## src/inc/vfa_params.svh

```systemverilog
`ifndef VFA_PARAMS_SVH
`define VFA_PARAMS_SVH
`define VFA_ADDR_EVEN 12'h040
`define VFA_ADDR_WC 12'h044
`define VFA_ADDR_ODD 12'h0C0
`define VFA_LC_RESET 8'h00
`define VFA_WC_RESET 8'hCF
`define VFA_LC_PEAK 7
`define VFA_LC_CGAIN 6
`define VFA_LC_LCR 5
`define VFA_LC_HF_HI 4
`define VFA_LC_HF_LO 3
`define VFA_WC_MAJ_HI 7
`define VFA_WC_MAJ_LO 6
`define VFA_WC_STEP_HI 5
`define VFA_LVL_3Q 8'hBF
`define VFA_LVL_HALF 8'h7F
`define VFA_LVL_1Q 8'h3F
`define VFA_GAIN_MIN 8'h20
`define VFA_GAIN_ONE 8'h40
`define VFA_GAIN_MAX 8'h80
`define VFA_HS_HALF 16'h1000
`define VFA_HS_QUARTER 16'h3000
`define VFA_HS_EIGHTH 16'h7000
`define VFA_CNT_W 20
`define VFA_TOT_W 16
`define VFA_RESP_OKAY 2'h0
`define VFA_RESP_SLVERR 2'h2
`endif

```

## src/inc/vfa_pkg.sv

```systemverilog
`include "vfa_params.svh"
package vfa_pkg;
  // Low-pass choice, Gray ordered along the shrinking scale
  typedef enum logic [1:0] {
    VFA_LPF_NONE = 2'h0,
    VFA_LPF_CIF = 2'h1,
    VFA_LPF_QCIF = 2'h3,
    VFA_LPF_ICON = 2'h2
  } vfa_lpf_t;

  // Whole state of the control block apart from the reset synchroniser
  typedef struct packed {
    logic [7:0] even_lc;
    logic [7:0] odd_lc;
    logic [7:0] white_crush_raise_control;
    logic [7:0] act_lc;
    logic act_odd;
    logic awready;
    logic wready;
    logic aw_full;
    logic w_full;
    logic [11:0] awaddr;
    logic [7:0] wdata;
    logic wlane0;
    logic bvalid;
    logic [1:0] bresp;
    logic arready;
    logic rvalid;
    logic [31:0] rdata;
    logic [1:0] rresp;
    logic [`VFA_CNT_W-1:0] below_cnt;
    logic [`VFA_CNT_W-1:0] above_cnt;
    logic [7:0] peak_luma;
    logic [7:0] last_peak;
    logic [`VFA_TOT_W-1:0] crush_total;
    logic crush_step;
    logic peak_en;
    logic [1:0] peak_sel;
    vfa_lpf_t lpf_sel;
    logic lpf_en;
    logic cgain_en;
    logic [7:0] chroma_gain;
    logic lcr_en;
    logic [7:0] maj_level;
  } vfa_state_t;
endpackage

```

## src/core/vfa_ctrl.sv

```systemverilog
`timescale 1ns/10ps
`include "vfa_params.svh"
module vfa_ctrl (
  input wire logic clk,
  input wire logic resetn,
  input wire logic ce,
  input wire logic [11:0] s_axi_awaddr,
  input wire logic s_axi_awvalid,
  output logic s_axi_awready,
  input wire logic [31:0] s_axi_wdata,
  input wire logic [3:0] s_axi_wstrb,
  input wire logic s_axi_wvalid,
  output logic s_axi_wready,
  output logic [1:0] s_axi_bresp,
  output logic s_axi_bvalid,
  input wire logic s_axi_bready,
  input wire logic [11:0] s_axi_araddr,
  input wire logic s_axi_arvalid,
  output logic s_axi_arready,
  output logic [31:0] s_axi_rdata,
  output logic [1:0] s_axi_rresp,
  output logic s_axi_rvalid,
  input wire logic s_axi_rready,
  input wire logic field_start,
  input wire logic field_odd,
  input wire logic count_per_frame,
  input wire logic luma_decimation_control,
  input wire logic [15:0] hscale_ratio,
  input wire logic pixel_valid,
  input wire logic active_region,
  input wire logic [7:0] luma_in,
  input wire logic [7:0] chroma_gain_req,
  input wire logic agc_take,
  output logic luma_peak_en,
  output logic [1:0] peak_filter_sel,
  output vfa_pkg::vfa_lpf_t lpf_sel,
  output logic lpf_en,
  output logic chroma_gain_loop_enable,
  output logic [7:0] chroma_gain,
  output logic low_colour_removal_enable,
  output logic [7:0] majority_level,
  output logic [`VFA_TOT_W-1:0] crush_total,
  output logic crush_step_pulse
);
  logic [1:0] rst_sync_reg;
  logic rst_n;
  vfa_pkg::vfa_state_t s_reg;
  vfa_pkg::vfa_state_t s_next;
  logic [1:0] hf_bits;
  logic eval_now;
  logic [`VFA_TOT_W:0] sum_wide;

  // Reset release is synchronised; assertion stays asynchronous
  always_ff @(posedge clk or negedge resetn)
  begin
    if (!resetn)
      rst_sync_reg <= 2'h0;
    else
      rst_sync_reg <= {rst_sync_reg[0], 1'b1};
  end
  assign rst_n = rst_sync_reg[1];

  assign hf_bits = s_reg.act_lc[`VFA_LC_HF_HI:`VFA_LC_HF_LO];
  // In frame mode the decision waits for the start of an even field
  assign eval_now = field_start && (!count_per_frame || !field_odd);
  assign sum_wide = {1'b0, s_reg.crush_total} + {{(`VFA_TOT_W-5){1'b0}}, s_reg.white_crush_raise_control[`VFA_WC_STEP_HI:0]};

  // Next-state logic for bus, field selection and crush statistics
  always_comb
  begin
    s_next = s_reg;
    s_next.crush_step = 1'b0;
    // Address and data are caught independently, in either order
    if (s_axi_awvalid && s_reg.awready)
    begin
      s_next.aw_full = 1'b1;
      s_next.awaddr = s_axi_awaddr;
    end
    if (s_axi_wvalid && s_reg.wready)
    begin
      s_next.w_full = 1'b1;
      s_next.wdata = s_axi_wdata[7:0];
      s_next.wlane0 = s_axi_wstrb[0];
    end
    if (s_reg.bvalid && s_axi_bready)
      s_next.bvalid = 1'b0;
    // The write lands once both halves are held and no response is pending
    if (s_reg.aw_full && s_reg.w_full && !s_reg.bvalid)
    begin
      s_next.aw_full = 1'b0;
      s_next.w_full = 1'b0;
      s_next.bvalid = 1'b1;
      s_next.bresp = `VFA_RESP_OKAY;
      unique case ({s_reg.awaddr[11:2], 2'h0})
        `VFA_ADDR_EVEN:
          if (s_reg.wlane0)
            s_next.even_lc = {s_reg.wdata[7:3], 3'h0}; // Reserved bits kept clear
        `VFA_ADDR_ODD:
          if (s_reg.wlane0)
            s_next.odd_lc = {s_reg.wdata[7:3], 3'h0};
        `VFA_ADDR_WC:
          if (s_reg.wlane0)
            s_next.white_crush_raise_control = s_reg.wdata; // No field gating on this one
        default:
          s_next.bresp = `VFA_RESP_SLVERR;
      endcase
    end
    s_next.awready = !s_next.aw_full;
    s_next.wready = !s_next.w_full;
    // Read: one outstanding, data captured at the address handshake
    if (s_reg.rvalid && s_axi_rready)
    begin
      s_next.rvalid = 1'b0;
      s_next.arready = 1'b1;
    end
    if (s_axi_arvalid && s_reg.arready)
    begin
      s_next.arready = 1'b0;
      s_next.rvalid = 1'b1;
      s_next.rresp = `VFA_RESP_OKAY;
      s_next.rdata = 32'h0000_0000;
      unique case ({s_axi_araddr[11:2], 2'h0})
        `VFA_ADDR_EVEN: s_next.rdata[7:0] = s_reg.even_lc;
        `VFA_ADDR_ODD: s_next.rdata[7:0] = s_reg.odd_lc;
        `VFA_ADDR_WC: s_next.rdata[7:0] = s_reg.white_crush_raise_control;
        default: s_next.rresp = `VFA_RESP_SLVERR;
      endcase
    end
    // Field boundary picks the copy for the coming field
    if (field_start)
    begin
      s_next.act_lc = field_odd ? s_reg.odd_lc : s_reg.even_lc;
      s_next.act_odd = field_odd;
    end
    // AGC taking the total clears it; a same-cycle step still counts
    if (agc_take)
      s_next.crush_total = '0;
    if (eval_now)
    begin
      if (s_reg.below_cnt > s_reg.above_cnt)
      begin
        s_next.crush_step = 1'b1;
        // Step is unsigned; saturate rather than wrap
        if (agc_take)
          s_next.crush_total = {{(`VFA_TOT_W-6){1'b0}}, s_reg.white_crush_raise_control[`VFA_WC_STEP_HI:0]};
        else if (sum_wide[`VFA_TOT_W])
          s_next.crush_total = '1;
        else
          s_next.crush_total = sum_wide[`VFA_TOT_W-1:0];
      end
      s_next.below_cnt = '0;
      s_next.above_cnt = '0;
      s_next.last_peak = s_reg.peak_luma;
      s_next.peak_luma = 8'h00;
    end
    else if (pixel_valid && active_region)
    begin
      // Counters are wide enough for a full frame of active pixels
      if (luma_in < s_reg.maj_level)
        s_next.below_cnt = s_reg.below_cnt + 1'b1;
      else
        s_next.above_cnt = s_reg.above_cnt + 1'b1;
      if (luma_in > s_reg.peak_luma)
        s_next.peak_luma = luma_in;
    end
    // Comparison level; automatic tracks half the last field's peak, or half the last frame's peak in frame mode
    unique case (s_reg.white_crush_raise_control[`VFA_WC_MAJ_HI:`VFA_WC_MAJ_LO])
      2'h0: s_next.maj_level = `VFA_LVL_3Q;
      2'h1: s_next.maj_level = `VFA_LVL_HALF;
      2'h2: s_next.maj_level = `VFA_LVL_1Q;
      2'h3: s_next.maj_level = {1'b0, s_reg.last_peak[7:1]};
    endcase
    // Path controls follow the copy in force
    s_next.peak_en = s_reg.act_lc[`VFA_LC_PEAK];
    s_next.peak_sel = hf_bits;
    s_next.lpf_en = !s_reg.act_lc[`VFA_LC_PEAK] && !luma_decimation_control;
    unique case (hf_bits)
      2'h0:
        // Auto format from the horizontal scaling ratio
        if (hscale_ratio < `VFA_HS_HALF)
          s_next.lpf_sel = vfa_pkg::VFA_LPF_NONE;
        else if (hscale_ratio < `VFA_HS_QUARTER)
          s_next.lpf_sel = vfa_pkg::VFA_LPF_CIF;
        else if (hscale_ratio < `VFA_HS_EIGHTH)
          s_next.lpf_sel = vfa_pkg::VFA_LPF_QCIF;
        else
          s_next.lpf_sel = vfa_pkg::VFA_LPF_ICON;
      2'h1: s_next.lpf_sel = vfa_pkg::VFA_LPF_CIF;
      2'h2: s_next.lpf_sel = vfa_pkg::VFA_LPF_QCIF;
      2'h3: s_next.lpf_sel = vfa_pkg::VFA_LPF_ICON;
    endcase
    s_next.cgain_en = s_reg.act_lc[`VFA_LC_CGAIN];
    // Gain held inside 0.5..2.0 in Q2.6; unity when the loop is off
    if (!s_reg.act_lc[`VFA_LC_CGAIN])
      s_next.chroma_gain = `VFA_GAIN_ONE;
    else if (chroma_gain_req < `VFA_GAIN_MIN)
      s_next.chroma_gain = `VFA_GAIN_MIN;
    else if (chroma_gain_req > `VFA_GAIN_MAX)
      s_next.chroma_gain = `VFA_GAIN_MAX;
    else
      s_next.chroma_gain = chroma_gain_req;
    s_next.lcr_en = s_reg.act_lc[`VFA_LC_LCR];
  end

  // Single state register; clock enable freezes all of it, while the reset synchroniser keeps running
  always_ff @(posedge clk or negedge rst_n)
  begin
    if (!rst_n)
    begin
      s_reg <= '0;
      s_reg.even_lc <= `VFA_LC_RESET;
      s_reg.odd_lc <= `VFA_LC_RESET;
      s_reg.white_crush_raise_control <= `VFA_WC_RESET;
      s_reg.awready <= 1'b1;
      s_reg.wready <= 1'b1;
      s_reg.arready <= 1'b1;
      s_reg.maj_level <= `VFA_LVL_HALF;
      s_reg.chroma_gain <= `VFA_GAIN_ONE;
    end
    else if (ce)
      s_reg <= s_next;
  end

  // Ports straight from the state register
  assign s_axi_awready = s_reg.awready;
  assign s_axi_wready = s_reg.wready;
  assign s_axi_bresp = s_reg.bresp;
  assign s_axi_bvalid = s_reg.bvalid;
  assign s_axi_arready = s_reg.arready;
  assign s_axi_rdata = s_reg.rdata;
  assign s_axi_rresp = s_reg.rresp;
  assign s_axi_rvalid = s_reg.rvalid;
  assign luma_peak_en = s_reg.peak_en;
  assign peak_filter_sel = s_reg.peak_sel;
  assign lpf_sel = s_reg.lpf_sel;
  assign lpf_en = s_reg.lpf_en;
  assign chroma_gain_loop_enable = s_reg.cgain_en;
  assign chroma_gain = s_reg.chroma_gain;
  assign low_colour_removal_enable = s_reg.lcr_en;
  assign majority_level = s_reg.maj_level;
  assign crush_total = s_reg.crush_total;
  assign crush_step_pulse = s_reg.crush_step;
endmodule

```

## config.mk

```make
export PLATFORM = sky130hd
export DESIGN_NAME = vfa_ctrl
export DESIGN_NICKNAME = d
export VERILOG_FILES = /design/src/inc/vfa_pkg.sv /design/src/core/vfa_ctrl.sv
export VERILOG_INCLUDE_DIRS = /design/src /design/src/inc
export SDC_FILE = /design/constraint.sdc
export NUM_CORES = 1
export LEC_CHECK = 0
export BUFFER_PORTS_ARGS = -buffer_cell sky130_fd_sc_hd__clkbuf_2
export CAP_MARGIN = 25
export CORE_MARGIN = 4
export CORE_UTILIZATION = 36
export DETAILED_ROUTE_END_ITERATION = 6
export GPL_TIMING_DRIVEN = 0
export PLACE_DENSITY = 0.68
export REMOVE_ABC_BUFFERS = 1
export SLEW_MARGIN = 20
export SYNTH_ARGS = -nofsm -noshare
export SYNTH_HDL_FRONTEND = slang
export SYNTH_SLANG_ARGS = --single-unit
```

## constraint.sdc

```tcl
create_clock -name clk -period 4.3 [get_ports clk]
set_input_delay 0.645 -clock clk [delete_from_list [all_inputs] [get_ports clk]]
set_output_delay 0.645 -clock clk [all_outputs]
set_load 0.05 [all_outputs]
```

# [Yosys cells after proc, flatten, opt, wreduce, memory -nomap -nowiden]
# Cells that the tools add are included.
[word_totals] ff_bits=165 in_bits=107
[op_classes] n_addsub=3 n_lt_le_gt_ge=8 reduce_logical=41 n_eq_ne=13 muxes=29
[op_table] operator="$mux 48" n=2
[op_table] operator="$mux 16" n=3
[op_table] operator="$add 20x1->20 const B" n=2
[op_table] operator="$eq 10x5->1 const B" n=4
[op_table] operator="$mux 20" n=2
[op_table] operator="$mux 8" n=5
[op_table] operator="$mux 36" n=1
[op_table] operator="$mux 17" n=2
[op_table] operator="$pmux 8 s4" n=1
[op_table] operator="$pmux 8 s3" n=1
[op_table] operator="$eq 10x6->1 const B" n=2
[op_table] operator="$gt 20x20->1" n=1
[op_table] operator="$add 16x6->17" n=1
[op_table] operator="$lt 16x13->1 const B" n=1
[op_table] operator="$lt 16x14->1 const B" n=1
[op_table] operator="$lt 16x15->1 const B" n=1
[op_table] operator="$reduce_and 2->1" n=8
[op_table] operator="$mux 2" n=6
[op_table] operator="$reduce_and 4->1" n=3
[op_table] operator="$logic_and 1x1->1" n=10
[op_table] operator="$reduce_bool 2->1" n=5
[op_table] operator="$reduce_and 3->1" n=3
[op_table] operator="$eq 2x2->1 const B" n=4
[op_table] operator="$gt 8x8->1" n=1
[op_table] operator="other kinds (12)" n=24

# [Depth between registers and ports, before layout]
[depth] word_depth=5 ltp_mapped=11 ltp_nobuf=9

# [Least setup slack after synthesis]
# OpenSTA, ideal clock, no wires.
[synth_timing] kind="input-to-reg" start="input port luma_in[5]" end="register s_reg[87] (netlist name)" stages=8 arrival_ps=2605 t_required_ps=4222 slack_ps=1617 path_buffers=1 path_cell_list="ha_1 a21o_1 a21oi_4 o211ai_2 buf_6 a2111o_1 or4_1 a21oi_1"
[synth_via] elab_chain_len=3
[synth_lines] element="start: declaration" line_no="vfa_ctrl.sv:31" source="input wire logic [7:0] luma_in,"
[synth_lines] element="$lt 8x8->1" line_no="vfa_ctrl.sv:159" source="if (luma_in < s_reg.maj_level)"
[synth_lines] element="$reduce_bool 2->1 (no source line)"
[synth_lines] element="$reduce_and 3->1 (no source line)"
[synth_lines] element="end signal: assignment" line_no="vfa_ctrl.sv:221" source="s_reg <= s_next;"
[synth_lines] element="end: declaration" line_no="vfa_ctrl.sv:47" source="vfa_pkg::vfa_state_t s_reg;"
# No other way between the ends.
# A chain may end at the register's enable or synchronous reset.

# [Final worst setup path]
[layout_timing] start="register s_reg[170] (netlist name)" end="register s_reg (netlist bit crush_total[14])"
[layout_via] elab_chain_len=5
[layout_lines] element="$add 16x6->17" line_no="vfa_ctrl.sv:66" source="assign sum_wide = {1'b0, s_reg.crush_total} + {{(`VFA_TOT_W-5){1'b0}}, s_reg.white_crush_raise_control[`VFA_WC ..."
[layout_lines] element="$mux 16" line_no="vfa_ctrl.sv:146" source="else if (sum_wide[`VFA_TOT_W])"
[layout_lines] element="$mux 16" line_no="vfa_ctrl.sv:144" source="if (agc_take)"
[layout_lines] element="$mux 17" line_no="vfa_ctrl.sv:140" source="if (s_reg.below_cnt > s_reg.above_cnt)"
[layout_lines] element="$mux 17" line_no="vfa_ctrl.sv:138" source="if (eval_now)"
# No other way between the ends.

==> impl_metrics.ini <==
[clock_tree]
clock-sinks = 157
clkTransAtPathRegs_ns = 0.07
ctsResizeCount = 0
cts_tree = yes
root_buffer = clkbuf_16
numCtsBuffers = 17
cts_max_path_buffers = 2
clock_latency_ns = 0.42
h-tree-depth = 4

[setup_path]
crit_path_top_delay_cell = or4b_2
cp.required_ns = 4.62
r2r_start = s_reg[170]
crit_buf_inv = 0
reg2regPathDepth = 8
crit_family = simple AND/OR/NAND/NOR gates
cp-end-kind = flip-flop
path_max_fanout = 10
cp_cell_sequence = ha_1, fa_1, a211oi_1, nor2_1, o31a_1, nand2_1, or4b_2, o211a_1
cpPeakStageDelay_ns = 0.66
crit_type = flip-flop to flip-flop
rrSetupSlack_ns = 1.35
start_kind = flip-flop
worstReg2RegEnd = crush_total[14]
crit_arrival_ns = 3.27

[yosys]
yosysMostFrequentCell = dfrtp_1
synth_top_flop_cell = dfrtp_1
yosys-top-cells-area = dfrtp_1 39%, ha_1 6.5%, buf_4 6.1%, mux2_2 5.9%, dfstp_2 5.0%
ys_ff_latch = 157
synth_cell_types = 68
synthArstFlopShare_pct = 100
synth_edf_count = 0
synth_area_leader_cell = dfrtp_1
synth_cells = 907
ys_warn_count = 0
synth.top_cells.by_count = 140 x dfrtp_1, 94 x nand2_1, 72 x buf_4
netlist.area_leader.share_pct = 39.4
avgSynthCellArea_um2 = 9.81
ys_seq_area_share_pct = 44.4
netlist_area_um2 = 8900

[grt]
grt_pass1_wl_um = 33700
grt-ovfl-total = 0
antenna_found_initial = 0
track_usage_pct = 15.3
grt_max_degree = 56
grt_pass1_vias = 6674

[finish]
final_nets = 1131
largest_register_ffs = 94
area_growth_pct = 13.4
layout-drive-gt1-share_pct = 24.0
diodes = 0
utilization_pct = 41.5
finalNonFillerCells = 1314
n_fill_cell = 2398

[detailed_routing]
drt_iter0_markers = 431
drtPass1Iterations = 5
drt.antenna.violating_nets = 0
via_per_inst = 5.24
wl_per_cell_um = 15.5
route.detailed.drc = 0
wirelength_um = 20400
vias = 6885

[die]
dieArea_um2 = 27300
die_height_um = 165
core_area_um2 = 24300
die_x_um = 165
rows = 57
ios = 189
start_util_pct = 36.6

[timing]
worstMarginPinSlew_ns = 0.917
rsz0062_at_grt = false
fmax_mhz = 338
drv_slew = 0
fin_setup_tns_ns = 0
hold_viol = 0
clock_skew_ns = 0.00993
max-slew-margin-rel_pct = 38.7
final.min_clock_period_ns = 2.95
period_share_pct = 68.7
setup_viol = 0

[placed_design]
place_hpwl_um = 14900
portBuffers = 119
dp.cells = 1280
place_congestion = 0.807

[pwr]
ir_worst_vdd_mv = 0.309
p_leak_nw = 4.66
power_per_cell_area_nw_per_um2 = 405

[worst_hold_path]
hold_class = flip-flop to async pin

[flow_run]
cap_violations = 0

[outcome]
status = finished clean
[cells by family (layout without fill, tap and decap cells)]
logic type               after synthesis  count (layout)  synth area share, %
AO/OA/AOI/OAI                        217             217                 16.3
AND/OR/NAND/NOR                      263             263                 14.9
buffers and inverters                156             214                 9.73
adder cells (fa/ha/maj)               47              47                 6.69
other                                  2              27               0.0844
multiplexers                          56              56                 6.96
flip-flops                           157             157                 44.4
XOR/XNOR                               9               9                0.886
[power breakdown]
part	total, W	switching, W	internal, W
Combinational	0.000787	0.000520	0.000267
Sequential	0.00181	0.000141	0.00167
Clock	0.00149	0.000713	0.000780
Total	0.00409	0.00137	0.00272
[stage by stage]
stage / hold WS [ns] / worst slack, ns / power [W] / area, µm²
after floorplan: 0.331 / -0.369 / 0.00239 / 8340
after global placement: 0.336 / -2.38 / 0.00259 / 9340
after detailed placement: 0.336 / 0.374 / 0.00263 / 9470
after CTS: 0.353 / 0.838 / 0.00413 / 10100
after global routing: 0.366 / 1.16 / 0.00430 / 10100
final: 0.350 / 1.35 / 0.00409 / 10100
[layer usage]
metal / GRT usage [%] / wire length (µm) / part of all wire, % / up-vias
met1: 20.8 / 9560 / 47 / 3349
met4: 3.48 / 247 / 1.2 / 0
met2: 24.7 / 9580 / 47 / 173
met5: 0 / 0 / 0 / -
met3: 3.70 / 1030 / 5.0 / 24
li1: - / - / - / 3339
[placed cells by master (no fill, tap or decap), types with 6 or more instances in the layout]
cell,instances
dfrtp_1,139
clkbuf_2,119
nand2_1,93
inv_1,57
o21ai_0,54
nor2_1,47
mux2_2,47
ha_1,46
a21oi_1,45
conb_1,27
nand3_1,24
dfstp_2,17
clkbuf_16,17
or4_1,15
a211oi_1,12
a22o_1,12
nand4_1,11
o31ai_1,11
o211ai_1,10
a31oi_1,10
a21o_1,10
and4_1,9
nor3_1,9
nand2b_1,9
mux2i_1,9
and3_1,8
xnor2_1,8
or3_1,8
a22oi_1,6
nor4_1,6
o41ai_1,6
[area by class of cell]
type	count	area [µm²]	area share [%]
flip-flops and latches	157	3950	39.2
clock buffers	17	425	4.22
well taps	324	405	4.02
inverters	57	214	2.12
repair buffers	125	719	7.13
multi-input cells	619	4200	41.7
clock inverters	15	169	1.67
[how the worst max path moves through the flow]
stage | endpoint | from | depth (start not counted)
final | crush_total[14] | s_reg[170] | 8
after CTS | s_reg[68] | ce | 9
after global routing | crush_total[14] | s_reg[170] | 8
after floorplan | chroma_gain[0] | rst_sync_reg[1] | 0
after detailed placement | s_reg[68] | ce | 9
after global placement | chroma_gain_loop_enable | rst_sync_reg[1] | 0
[timing repair]
item                      4_1_cts  5_1_grt
hold endpoints to repair        2        0
buffers inserted                0        0
hold buffers                    1        0
No activity file was read; power rests on OpenSTA's default activity.
